===== src/dip_map.svh =====
// Offsets, field positions, reset values and weights of the interpolation datapath.
// Assumes inclusion by bare name; definitions only.
`ifndef DIP_MAP_SVH
`define DIP_MAP_SVH
`define DIP_ADDR_RATIO 12'h110
`define DIP_ADDR_PATH 12'h111
`define DIP_BIT_NRZ 0
`define DIP_BIT_DUALMOD 2
`define DIP_BIT_WIDE 4
`define DIP_BIT_NCO 6
`define DIP_RATIO_RST 8'h00
`define DIP_PATH_RST 8'h00
`define DIP_CTL_RATIO 8'h00
`define DIP_CTL_PATH 8'h04
`define DIP_CTL_SAMPLE 8'h08
`define DIP_CTL_BACKOFF 8'h0c
`define DIP_CTL_STATUS 8'h10
`define DIP_BACKOFF_RST 16'h0001
`define DIP_ADDONE_RST 1'b1
`define DIP_W_THIRD 17'h05555
`define DIP_W_HALF 17'h08000
`define DIP_W_TWOTHIRD 17'h0aaab
`define DIP_W_FULL 17'h10000
`endif


===== src/dip_pkg.sv =====
// Types shared by both ends of the interpolation datapath.
// Assumes nothing beyond the compile order.
package dip_pkg;
  typedef logic signed [15:0] dip_sample_t;
  typedef logic signed [16:0] dip_level_t;
  typedef enum logic [2:0] {
    DIP_MOD_NONE = 3'b001,
    DIP_MOD_INT = 3'b010,
    DIP_MOD_DUAL = 3'b100
  } dip_mod_e;
endpackage


===== src/dip_link_if.sv =====
// Link between the sample source and the datapath: register port and sample stream.
// Assumes both ends run on the same pclk.
`timescale 1ns/1ps
interface dip_link_if;
  logic reg_wr;
  logic [11:0] reg_addr;
  logic [7:0] reg_wdata;
  logic [7:0] reg_rdata;
  logic smp_valid;
  logic smp_ready;
  dip_pkg::dip_sample_t smp_i;
  dip_pkg::dip_sample_t smp_q;
  modport dev (input reg_wr, reg_addr, reg_wdata, smp_valid, smp_i, smp_q, output reg_rdata, smp_ready);
  modport src (output reg_wr, reg_addr, reg_wdata, smp_valid, smp_i, smp_q, input reg_rdata, smp_ready);
endinterface


===== src/dip_interp_stage.sv =====
// One interpolation stage: 1x pass, 2x or 3x, linear or hold between samples.
// Assumes the consumer may stall it; one idle cycle per input sample.
`timescale 1ns/1ps
`include "dip_map.svh"
module dip_interp_stage #(
  parameter int W = 16
) (
  input wire logic pclk, // Clock
  input wire logic presetn, // Async reset, active low
  input wire logic enable, // Interpolate when high
  input wire logic factor3, // 3x instead of 2x
  input wire logic hold_mode, // Repeat sample instead of linear step
  input wire logic in_valid, // Input offered
  output logic in_ready, // Input taken
  input wire logic signed [W-1:0] in_i, // Input I
  input wire logic signed [W-1:0] in_q, // Input Q
  output logic out_valid, // Output offered
  input wire logic out_ready, // Output taken
  output logic signed [W-1:0] out_i, // Output I
  output logic signed [W-1:0] out_q // Output Q
);
  // Elaboration guard: the weight product is sized for 4 to 32 bit samples
  if (W < 4 || W > 32) begin : g_bad_w
    $error("dip_interp_stage: W out of range");
  end

  logic signed [W-1:0] prev_i, prev_q, cur_i, cur_q;
  logic busy;
  logic [1:0] cnt, last;
  logic [1:0] next_last;

  // Step from a towards b by phase k of last+1; final phase lands on b
  function automatic logic signed [W-1:0] interp(input logic signed [W-1:0] a, input logic signed [W-1:0] b,
      input logic [1:0] k, input logic [1:0] lst, input logic hold);
    logic signed [W:0] d;
    logic [16:0] wgt;
    logic signed [W+18:0] p;
    logic signed [W:0] s;
    d = {b[W-1], b} - {a[W-1], a};
    if (hold || k == lst) wgt = `DIP_W_FULL;
    else if (lst == 2'd2) wgt = (k == 2'd0) ? `DIP_W_THIRD : `DIP_W_TWOTHIRD;
    else wgt = `DIP_W_HALF;
    p = d * $signed({1'b0, wgt});
    s = {a[W-1], a} + p[W+16:16];
    interp = s[W-1:0];
  endfunction

  always_comb begin
    next_last = enable ? (factor3 ? 2'd2 : 2'd1) : 2'd0;
  end

  // Ready only between samples; keeps the phase sequence atomic
  assign in_ready = !busy;
  assign out_valid = busy;

  // Phase sequencing and registered output
  always_ff @(posedge pclk or negedge presetn) begin
    if (!presetn) begin
      busy <= 1'b0;
      cnt <= 2'd0;
      last <= 2'd0;
      prev_i <= '0;
      prev_q <= '0;
      cur_i <= '0;
      cur_q <= '0;
      out_i <= '0;
      out_q <= '0;
    end else if (!busy && in_valid) begin
      busy <= 1'b1;
      cnt <= 2'd0;
      last <= next_last; // Phase count latched per sample, not mid-sequence; hold_mode is read live
      prev_i <= cur_i;
      prev_q <= cur_q;
      cur_i <= in_i;
      cur_q <= in_q;
      out_i <= interp(cur_i, in_i, 2'd0, next_last, hold_mode);
      out_q <= interp(cur_q, in_q, 2'd0, next_last, hold_mode);
    end else if (busy && out_ready) begin
      if (cnt == last) begin
        busy <= 1'b0;
      end else begin
        cnt <= cnt + 2'd1;
        out_i <= interp(prev_i, cur_i, cnt + 2'd1, last, hold_mode);
        out_q <= interp(prev_q, cur_q, cnt + 2'd1, last, hold_mode);
      end
    end
  end
endmodule


===== src/dip_datapath_dev.sv =====
// Interpolation datapath end: config registers, stage cascade, modulator,
// optional NRZ doubling and converter decoder.
// Assumes the converter takes one output transfer on every pclk edge.
`timescale 1ns/1ps
`include "dip_map.svh"
module dip_datapath_dev #(
  parameter int ACC_W = 48
) (
  input wire logic pclk, // Converter clock
  input wire logic presetn, // Async reset, active low
  dip_link_if.dev link, // Register port and sample stream
  input wire logic [ACC_W-1:0] frequency_word, // NCO step per output sample
  input wire logic [ACC_W-1:0] modulus_a, // Fraction numerator
  input wire logic [ACC_W-1:0] modulus_b, // Fraction denominator
  output dip_pkg::dip_level_t dac_level0, // First converter level
  output dip_pkg::dip_level_t dac_level1, // Second level when paired
  output logic dac_valid, // Levels valid this cycle
  output logic dac_pair, // Both levels used (NRZ)
  output dip_pkg::dip_mod_e mod_mode // Active modulation
);
  import dip_pkg::*;

  // Elaboration guard: the quadrant rotation needs the top two phase bits
  if (ACC_W < 8 || ACC_W > 64) begin : g_bad_acc
    $error("dip_datapath_dev: ACC_W out of range");
  end

  logic [7:0] upsample_ratio_reg;
  logic [7:0] path_config;
  logic wide_band_select, nrz_en, bypass, first_3x;
  logic [3:0] stage_en;
  logic ch_valid [0:4];
  logic ch_ready [0:4];
  dip_sample_t ch_i [0:4];
  dip_sample_t ch_q [0:4];
  logic [ACC_W-1:0] phase, frac;
  logic [ACC_W:0] frac_sum;
  logic carry;
  dip_mod_e next_mod_mode;
  dip_sample_t rot;
  dip_sample_t mod_real, nrz_prev;
  logic mod_valid;

  // Saturating negate keeps -32768 from wrapping
  function automatic dip_sample_t neg(input dip_sample_t x);
    neg = (x == 16'sh8000) ? 16'sh7fff : -x;
  endfunction

  // Zero and positive codes sit one level up; negatives unchanged
  function automatic dip_level_t decode(input dip_sample_t x);
    decode = x[15] ? {1'b1, x} : dip_level_t'({1'b0, x} + 17'h00001);
  endfunction

  // Config registers on the link register port
  always_ff @(posedge pclk or negedge presetn) begin
    if (!presetn) begin
      upsample_ratio_reg <= `DIP_RATIO_RST;
      path_config <= `DIP_PATH_RST;
    end else if (link.reg_wr) begin
      if (link.reg_addr == `DIP_ADDR_RATIO) begin
        upsample_ratio_reg <= link.reg_wdata;
      end else if (link.reg_addr == `DIP_ADDR_PATH) begin
        path_config <= link.reg_wdata;
      end
    end
  end

  // Readback follows the addressed register one cycle later
  always_ff @(posedge pclk or negedge presetn) begin
    if (!presetn) begin
      link.reg_rdata <= 8'h00;
    end else if (link.reg_addr == `DIP_ADDR_RATIO) begin
      link.reg_rdata <= upsample_ratio_reg;
    end else if (link.reg_addr == `DIP_ADDR_PATH) begin
      link.reg_rdata <= path_config;
    end else begin
      link.reg_rdata <= 8'h00;
    end
  end

  assign wide_band_select = path_config[`DIP_BIT_WIDE];
  assign nrz_en = path_config[`DIP_BIT_NRZ];

  // Ratio decode: first stage 2x/3x then up to three 2x stages
  always_comb begin
    bypass = 1'b0;
    first_3x = 1'b0;
    stage_en = 4'b0000;
    case (upsample_ratio_reg[3:0])
      4'h1: stage_en = 4'b0001;
      4'h2: begin
        stage_en = 4'b0001;
        first_3x = 1'b1;
      end
      4'h3: stage_en = 4'b0011;
      4'h4: begin
        stage_en = 4'b0011;
        first_3x = 1'b1;
      end
      4'h5: stage_en = 4'b0111;
      4'h6: begin
        stage_en = 4'b0111;
        first_3x = 1'b1;
      end
      4'h7: stage_en = 4'b1111;
      4'h8: begin
        stage_en = 4'b1111;
        first_3x = 1'b1;
      end
      default: bypass = 1'b1; // Reserved codes fall back to 1x
    endcase
  end

  // Bypass stream is real: Q is dropped, so NCO use here yields images
  assign ch_valid[0] = link.smp_valid;
  assign link.smp_ready = ch_ready[0];
  assign ch_i[0] = link.smp_i;
  assign ch_q[0] = bypass ? 16'sh0000 : link.smp_q;

  // Cascade: stage 0 is the 2x/3x entry, stages 1..3 the halving 2x stages
  // Limitation: linear and hold steps only approximate the in-band flatness and
  // image rejection of true half-band filters
  for (genvar k = 0; k < 4; k++) begin : g_stage
    dip_interp_stage #(.W(16)) u_stage (
      .pclk(pclk),
      .presetn(presetn),
      .enable(stage_en[k]),
      .factor3((k == 0) && first_3x),
      .hold_mode((k == 0) && wide_band_select),
      .in_valid(ch_valid[k]),
      .in_ready(ch_ready[k]),
      .in_i(ch_i[k]),
      .in_q(ch_q[k]),
      .out_valid(ch_valid[k+1]),
      .out_ready(ch_ready[k+1]),
      .out_i(ch_i[k+1]),
      .out_q(ch_q[k+1])
    );
  end

  // Converter never stalls the chain end
  assign ch_ready[4] = 1'b1;

  // Modulation select from bits 6 and 2
  always_comb begin
    if (!path_config[`DIP_BIT_NCO]) begin
      next_mod_mode = DIP_MOD_NONE;
    end else if (path_config[`DIP_BIT_DUALMOD]) begin
      next_mod_mode = DIP_MOD_DUAL;
    end else begin
      next_mod_mode = DIP_MOD_INT;
    end
  end

  always_ff @(posedge pclk or negedge presetn) begin
    if (!presetn) begin
      mod_mode <= DIP_MOD_NONE;
    end else begin
      mod_mode <= next_mod_mode;
    end
  end

  // Fraction A/B adds one extra LSB to the step when it wraps
  assign frac_sum = {1'b0, frac} + {1'b0, modulus_a};
  assign carry = (mod_mode == DIP_MOD_DUAL) && (modulus_b != '0) && (frac_sum >= {1'b0, modulus_b});

  // Phase accumulator advances once per sample leaving the cascade
  always_ff @(posedge pclk or negedge presetn) begin
    if (!presetn) begin
      phase <= '0;
      frac <= '0;
    end else if (ch_valid[4] && mod_mode != DIP_MOD_NONE) begin
      phase <= phase + frequency_word + {{(ACC_W-1){1'b0}}, carry};
      if (mod_mode == DIP_MOD_DUAL && modulus_b != '0) begin
        frac <= carry ? ACC_W'(frac_sum - {1'b0, modulus_b}) : frac_sum[ACC_W-1:0];
      end
    end
  end

  // Quadrant rotation: real part of I/Q times the carrier's quarter phase
  always_comb begin
    case (phase[ACC_W-1:ACC_W-2])
      2'd0: rot = ch_i[4];
      2'd1: rot = neg(ch_q[4]);
      2'd2: rot = neg(ch_i[4]);
      default: rot = ch_q[4];
    endcase
  end

  // Modulator sits after the cascade and before the NRZ stage
  always_ff @(posedge pclk or negedge presetn) begin
    if (!presetn) begin
      mod_valid <= 1'b0;
      mod_real <= 16'sh0000;
    end else begin
      mod_valid <= ch_valid[4];
      if (ch_valid[4]) begin
        mod_real <= (mod_mode == DIP_MOD_NONE) ? ch_i[4] : rot;
      end
    end
  end

  // NRZ doubling: two levels per clock, midpoint then sample
  always_ff @(posedge pclk or negedge presetn) begin
    if (!presetn) begin
      nrz_prev <= 16'sh0000;
      dac_level0 <= 17'sh00001;
      dac_level1 <= 17'sh00001;
      dac_valid <= 1'b0;
      dac_pair <= 1'b0;
    end else begin
      dac_valid <= mod_valid;
      dac_pair <= nrz_en;
      if (mod_valid) begin
        nrz_prev <= mod_real;
        dac_level0 <= decode(nrz_en ? dip_sample_t'(({nrz_prev[15], nrz_prev} + {mod_real[15], mod_real}) >>> 1)
                                    : mod_real);
        dac_level1 <= decode(nrz_en ? mod_real : 16'sh0000);
      end
    end
  end
endmodule


===== src/flat_wrapper.sv =====
// flat-port wrapper written by rule: the top's interface ports become plain ports
module dip_datapath_dev_flat import dip_pkg::*;
#(
  parameter int ACC_W = 48
)
  (pclk, presetn, frequency_word, modulus_a, modulus_b, dac_level0, dac_level1, dac_valid, dac_pair, mod_mode, link_reg_wr, link_reg_addr, link_reg_wdata, link_smp_valid, link_smp_i, link_smp_q, link_reg_rdata, link_smp_ready);
  dip_link_if link_i ();
  input wire logic pclk;
  input wire logic presetn;
  input wire logic [ACC_W-1:0] frequency_word;
  input wire logic [ACC_W-1:0] modulus_a;
  input wire logic [ACC_W-1:0] modulus_b;
  output dip_pkg::dip_level_t dac_level0;
  output dip_pkg::dip_level_t dac_level1;
  output logic dac_valid;
  output logic dac_pair;
  output dip_pkg::dip_mod_e mod_mode;
  input wire logic [$bits(link_i.reg_wr)-1:0] link_reg_wr;
  input wire logic [$bits(link_i.reg_addr)-1:0] link_reg_addr;
  input wire logic [$bits(link_i.reg_wdata)-1:0] link_reg_wdata;
  input wire logic [$bits(link_i.smp_valid)-1:0] link_smp_valid;
  input wire logic [$bits(link_i.smp_i)-1:0] link_smp_i;
  input wire logic [$bits(link_i.smp_q)-1:0] link_smp_q;
  output wire logic [$bits(link_i.reg_rdata)-1:0] link_reg_rdata;
  output wire logic [$bits(link_i.smp_ready)-1:0] link_smp_ready;
  assign link_i.reg_wr = link_reg_wr;
  assign link_i.reg_addr = link_reg_addr;
  assign link_i.reg_wdata = link_reg_wdata;
  assign link_i.smp_valid = link_smp_valid;
  assign link_i.smp_i = link_smp_i;
  assign link_i.smp_q = link_smp_q;
  assign link_reg_rdata = link_i.reg_rdata;
  assign link_smp_ready = link_i.smp_ready;
  dip_datapath_dev #(.ACC_W(ACC_W)) u_core (.pclk(pclk), .presetn(presetn), .link(link_i), .frequency_word(frequency_word), .modulus_a(modulus_a), .modulus_b(modulus_b), .dac_level0(dac_level0), .dac_level1(dac_level1), .dac_valid(dac_valid), .dac_pair(dac_pair), .mod_mode(mod_mode));
endmodule

===== config.mk =====
export PLATFORM = sky130hd
export DESIGN_NAME = dip_datapath_dev_flat
export DESIGN_NICKNAME = d
export VERILOG_FILES = /design/src/dip_pkg.sv /design/src/dip_link_if.sv /design/src/dip_interp_stage.sv /design/src/dip_datapath_dev.sv /design/src/flat_wrapper.sv
export VERILOG_INCLUDE_DIRS = /design/src
export SDC_FILE = /design/constraint.sdc
export NUM_CORES = 2
export LEC_CHECK = 0
export BUFFER_PORTS_ARGS = -buffer_cell sky130_fd_sc_hd__buf_2
export CELL_PAD_IN_SITES_DETAIL_PLACEMENT = 0
export CELL_PAD_IN_SITES_GLOBAL_PLACEMENT = 2
export CORE_MARGIN = 3
export CORE_UTILIZATION = 35
export DETAILED_ROUTE_END_ITERATION = 6
export GPL_TIMING_DRIVEN = 0
export PLACE_DENSITY = 0.79
export SYNTH_ARGS = -nofsm -noshare
export SYNTH_HDL_FRONTEND = slang
export SYNTH_SLANG_ARGS = --single-unit

===== constraint.sdc =====
create_clock -name pclk -period 10.45 [get_ports pclk]
set_input_delay 1.045 -clock pclk [delete_from_list [all_inputs] [get_ports pclk]]
set_output_delay 1.045 -clock pclk [all_outputs]
set_load 0.01 [all_outputs]

# Yosys cells after proc, flatten, opt, wreduce, memory -nomap -nowiden
# Cells that the tools add are included.
# word_totals
output_inout_bits	48
memories	0
mem_bits_ro	0
inputBits	200
regBits	596
mem_bits_rw	0
latchBits	0
# op_classes
muxes	105
n_lt_le_gt_ge	1
n_shift	0
div_mod_pow	0
bitwise_logic	1
n_addsub	45
n_eq_ne	37
n_reduce_logical	46
n_mul	16
# ops
op	n
16-bit 2-to-1 mux	42
17-bit by 18-bit multiplier with 32-bit output	16
17-bit 2-to-1 mux	26
16-bit by 16-bit subtractor with 17-bit output	16
16-bit adder	16
48-bit by 48-bit adder with 49-bit output	1
49-bit by 48-bit greater-or-equal comparator with 1-bit output	1
48-bit by 1-bit adder with 48-bit output	1
48-bit adder	1
48-bit 2-to-1 mux	1
16-bit case mux with 3 select lines	1
48-bit nonzero test	1
48-bit subtractor	1
16-bit by 1-bit adder with 17-bit output, second input constant	2
16-bit equality test, second input constant	2
16-bit negator	2
2-bit 2-to-1 mux	14
12-bit by 9-bit equality test with 1-bit output, second input constant	2
2-bit zero test	9
2-bit AND reduction	9
16-bit by 16-bit adder with 17-bit output	1
2-bit equality test	8
4-bit by 3-bit equality test with 1-bit output, second input constant	4
1-bit 2-to-1 mux	16
other kinds (24)	58

# Logic depth before layout (Yosys ltp)
# logic_depth
depth_word	13
depth_mapped	50
ltp_nobuf	48

# Modules after synthesis
# A second synthesis with hierarchy kept.
# hier_totals
cells_unflattened	15866
hier_area_um2	139523.8
# modules_own_cells
module	area_each_um2	seq_area_each_um2	instances	cells_each
dip_interp_stage (u_core.g_stage[1].u_stage)	30389.1	2527.4	1	3401
dip_interp_stage (u_core.g_stage[3].u_stage)	30270.3	2527.4	1	3386
dip_interp_stage (u_core.g_stage[0].u_stage)	30234.0	2527.4	1	3385
dip_interp_stage (u_core.g_stage[2].u_stage)	30136.4	2527.4	1	3365
dip_datapath_dev	18494.0	4808.4	1	2329

# Worst setup path after synthesis
# No wires, ideal clock.
# synth_timing
kind	input-to-reg
startpoint	input link_smp_i[1]
endpoint	register u_core.g_stage[0].u_stage.out_i[15]
arrival_ns	10.258
slack_ns	0.066
path_stages	43
n_path_buf	0
required_time_ns	10.324
cell_sequence	ha_1 -> nor2b_1 -> o21a_1 -> o21ai_0 -> a21oi_1 -> a211o_1 -> o31ai_1 -> o211ai_1 -> o21a_1 -> nor2_1 -> xnor2_1 -> or2_2 -> inv_1 -> ha_1 -> inv_1 -> fa_1 -> inv_1 -> fa_1 -> (+7 left out) -> a221oi_2 -> and2b_2 -> o21ai_0 -> nand2b_1 -> a21oi_1 -> xnor2_1 -> ha_1 -> a21o_1 -> a21oi_1 -> o31ai_1 -> o31ai_1 -> o2111ai_1 -> a21oi_1 -> xnor2_1 -> nor4b_1 -> nor4_4 -> xnor2_1 -> a22oi_2
# synth_via
elab_chain_cells	4
# synth_rtl
element	line_no	source
from (decl)	flat_wrapper.sv:22	input wire logic [$bits(link_i.smp_i)-1:0] link_smp_i;
16-bit by 16-bit subtractor with 17-bit output	dip_interp_stage.sv:39	d = {b[W-1], b} - {a[W-1], a};
17-bit by 18-bit multiplier with 32-bit output	dip_interp_stage.sv:43	p = d * $signed({1'b0, wgt});
16-bit adder	dip_interp_stage.sv:44	s = {a[W-1], a} + p[W+16:16];
16-bit 2-to-1 mux	dip_interp_stage.sv:68	end else if (!busy && in_valid) begin
to (signal assigned)	dip_interp_stage.sv:76	out_i <= interp(cur_i, in_i, 2'd0, next_last, hold_mode);
to (signal assigned)	dip_interp_stage.sv:83	out_i <= interp(prev_i, cur_i, cnt + 2'd1, last, hold_mode);
to (decl)	dip_interp_stage.sv:19	output logic signed [W-1:0] out_i,
# No other way between the ends.
# A chain may end at the register's enable or synchronous reset.

# Worst setup path after layout
# layout_timing
startpoint	register u_core.g_stage[0].u_stage.cur_i[1]
endpoint	register u_core.g_stage[0].u_stage.out_i[15]
# layout_via
elab_chain_cells	6
elab_cells_between_ends	9
cone_classes	add/sub: 4; mul: 2; mux: 3
# layout_rtl
element	line_no	source
from (decl)	dip_interp_stage.sv:27	logic signed [W-1:0] prev_i, prev_q, cur_i, cur_q;
from (signal assigned)	dip_interp_stage.sv:74	cur_i <= in_i;
16-bit by 16-bit subtractor with 17-bit output	dip_interp_stage.sv:39	
17-bit by 18-bit multiplier with 32-bit output	dip_interp_stage.sv:43	
16-bit adder	dip_interp_stage.sv:44	
16-bit 2-to-1 mux	dip_interp_stage.sv:79	if (cnt == last) begin
16-bit 2-to-1 mux	dip_interp_stage.sv:78	end else if (busy && out_ready) begin
16-bit 2-to-1 mux *	dip_interp_stage.sv:68	
# Mark *: on every way between the ends. The rest lies on a longest branch, timed or not. The select of a mux whose other input is x is not followed.

==> flow_summary.json <==
{
  "grt_pass1_vias": 79950,
  "async_flop_share_pct": 100.0,
  "layout_common_cells": "ha_1, inv_1, nand2_1",
  "ant_nets": 0,
  "final_common_cell": "ha_1",
  "cpMaxStageDelayCell": "fa_1",
  "n_fill_cell": 27700,
  "crit_path_end_kind": "register",
  "nets": 14510,
  "worst_pin_slew_ns": 1.392,
  "drcViolationCount": 2,
  "vias": 79150,
  "place.gp.congestion": 0.9012,
  "die_y_um": 528.8,
  "syn-cell-area_sq_um": 95650,
  "hold_viol": 0,
  "worstSkewPairLatency_ns": 0.75,
  "setup_viol": 0,
  "worstHoldPathType": "primary input to async pin",
  "ios": 248,
  "firstDrtPassIters": 7,
  "cp_slowest_stage_delay_ns": 0.53,
  "violations": "design-rule violations",
  "met3WireLength_mm": 9.585,
  "finalCritPeriodShare_pct": 98.64,
  "maxUsedRoutingLayer": "met5",
  "arrival_ns": 10.92,
  "syn_area_per_cell_sq_um": 8.478,
  "h-tree-depth": 3,
  "reg2reg_depth": 39,
  "wl_per_cell_um": 18.95,
  "row_count": 191,
  "synth_seq_cells": 593,
  "outcome": "complete, but fails checks",
  "crit_type": "register to register",
  "dp_hpwl_mm": 249.9,
  "ys_seq_area_share_pct": 15.52,
  "synth_edf_count": 0,
  "clk_pin_slew_ns": 0.06,
  "cts-hold-fix-buffers": 0,
  "rsz0062_at_grt": "yes",
  "io_buffers": 246,
  "critPathMaxFanout": 5,
  "wl_met2_mm": 140.4,
  "cts_buffers": 85,
  "core_region_area_sq_um": 271200,
  "drive_gt1_share_pct": 8.271,
  "postSynthCellCount": 11280,
  "routed_wl_mm": 293.5,
  "vias_per_cell": 5.111,
  "wl_met1_mm": 135.1,
  "grt_max_degree": 100,
  "first_iter_violations": 4177,
  "fp.dieW_um": 528.8,
  "cts_tree": "done",
  "worstPathRequired_ns": 11.07,
  "start_util_pct": 35.26,
  "clock.fmax_mhz": 97.01,
  "grt_pass1_wl_mm": 458.7,
  "synthDistinctLibCells": 116,
  "synth_top_flop_cell": "dfrtp_1",
  "antenna_found_initial": 12,
  "yosys_warnings": 0,
  "clockBufferDepth": 3,
  "cts_root_buf": "clkbuf_16",
  "r2r-end": "u_core.g_stage[0].u_stage.out_i[15]$_DFFE_PN0P_",
  "skew_ns": 0.05439,
  "r2r_start": "u_core.g_stage[0].u_stage.cur_i[1]$_DFFE_PN0P_",
  "final_max_slew_viol_count": 0,
  "r2r_slack_ns": 0.14,
  "max_cap_viol_count": 0,
  "slew_headroom_pct": 6.354,
  "grt_overflow": 0,
  "cts.sinks": 593,
  "cpMostUsedCell": "fa_1",
  "post-route-util_pct": 39.60,
  "die_area_sq_um": 279600,
  "area_growth_pct": 12.29,
  "critPathLaunchType": "register",
  "track_usage_pct": 20.71,
  "final.min_clock_period_ns": 10.31
}
-- critical path: cells and delay by family (launching register included) --
kind / cells / cell delay [ns]
AOI/OAI and AO/OA: 15 / 3.34
xor gates and xnor gates: 4 / 0.75
adders and majority gates: 9 / 3.68
buffers and inverters: 4 / 0.33
DFF: 1 / 0.40
and+or+nand+nor: 7 / 1.69
-- metrics by stage --
| stage | TNS [ns] | hold slack (ns) | instances | worst slack, ns | instance area [sq um] |
|---|---|---|---|---|---|
| after floorplan | 0 | 0.3519 | 11390 | 0.06606 | 96070 |
| after global placement | -3402.90 | 0.3818 | 15210 | -5.967 | 101800 |
| after detailed placement | -23.95 | 0.3892 | 15220 | -1.876 | 102000 |
| after CTS | 0 | 0.3294 | 15420 | 0.002681 | 106300 |
| after global routing | -0.6695 | 0.3683 | 15480 | -0.3296 | 107400 |
| final | 0 | 0.3576 | 15490 | 0.1422 | 107400 |
-- worst max-delay path by stage --
stage                     slack, ns  depth (start not counted)                                            from                                              end
after floorplan                0.07                         43                                   link_smp_i[1]  u_core.g_stage[0].u_stage.out_i[15]$_DFFE_PN0P_
after global placement        -5.97                          1                                         presetn   u_core.g_stage[0].u_stage.cur_i[2]$_DFFE_PN0P_
after detailed placement      -1.88                         39    u_core.g_stage[0].u_stage.cnt[0]$_DFFE_PN0P_  u_core.g_stage[0].u_stage.out_i[15]$_DFFE_PN0P_
after CTS                     0.003                         39  u_core.g_stage[0].u_stage.cur_i[1]$_DFFE_PN0P_  u_core.g_stage[0].u_stage.out_i[15]$_DFFE_PN0P_
after global routing          -0.33                         44        u_core.upsample_ratio_reg[2]$_DFFE_PN0P_  u_core.g_stage[0].u_stage.out_q[15]$_DFFE_PN0P_
final                          0.14                         39  u_core.g_stage[0].u_stage.cur_i[1]$_DFFE_PN0P_  u_core.g_stage[0].u_stage.out_i[15]$_DFFE_PN0P_
-- cell type report --
| cell class | count | area [sq um] | area share (%) |
|---|---|---|---|
| Multi-Input combinational cell | 8786 | 75080 | 69.91 |
| Tap cell | 3570 | 4467 | 4.159 |
| Inverter | 1756 | 6591 | 6.137 |
| Sequential cell | 593 | 14850 | 13.83 |
| Antenna cell | 8 | 20.02 | 0.01864 |
| Clock buffer | 111 | 2365 | 2.202 |
| Buffer | 257 | 1124 | 1.046 |
| Clock inverter | 48 | 658.1 | 0.6128 |
| Timing Repair Buffer | 358 | 2242 | 2.088 |
-- Yosys cell counts (all sizes together) (114+ instances only) --
library cell,instances,area [sq um]
nor2b,114,713.2
nor2,768,2885
xnor2,589,5159
dfrtp,590,14760
fa,662,13250
a21oi,633,3187
nand3,152,760.7
a21o,266,1999
nor3,215,1081
clkbuf,235,922.1
xor2,310,2715
o21ai,781,3928
ha,1811,22660
inv,1754,6584
nand2,919,3450
-- cells by family (layout without fill, tap and decap cells) --
group / Yosys count / in the layout / share of synthesized area [%]
AO/OA/AOI/OAI: 2430 / 2430 / 15.79
XOR/XNOR: 904 / 904 / 8.350
adder cells (fa/ha/maj): 2473 / 2473 / 37.55
buffers and inverters: 2015 / 2530 / 7.997
flip-flops: 593 / 593 / 15.52
multiplexers: 164 / 164 / 1.825
other: 2 / 122 / 0.007852
AND/OR/NAND/NOR: 2701 / 2701 / 12.97
-- timing repair --
action / in CTS / in global routing
pin swaps: 69 / 110
endpoints found under the setup margin: 26 / 11
gates resized for setup: 213 / 147
buffers inserted: 38 / 65
-- layer usage --
layer  vias up  GRT usage (%)
met4         6          5.753
met3       275          1.775
met2      1279          35.70
met5         -              0
li1      39120              -
met1     38460          27.61
Power is left out: the tool's default activity adds up to more than one toggle a clock period on the data nets, which glitch-free logic cannot reach.
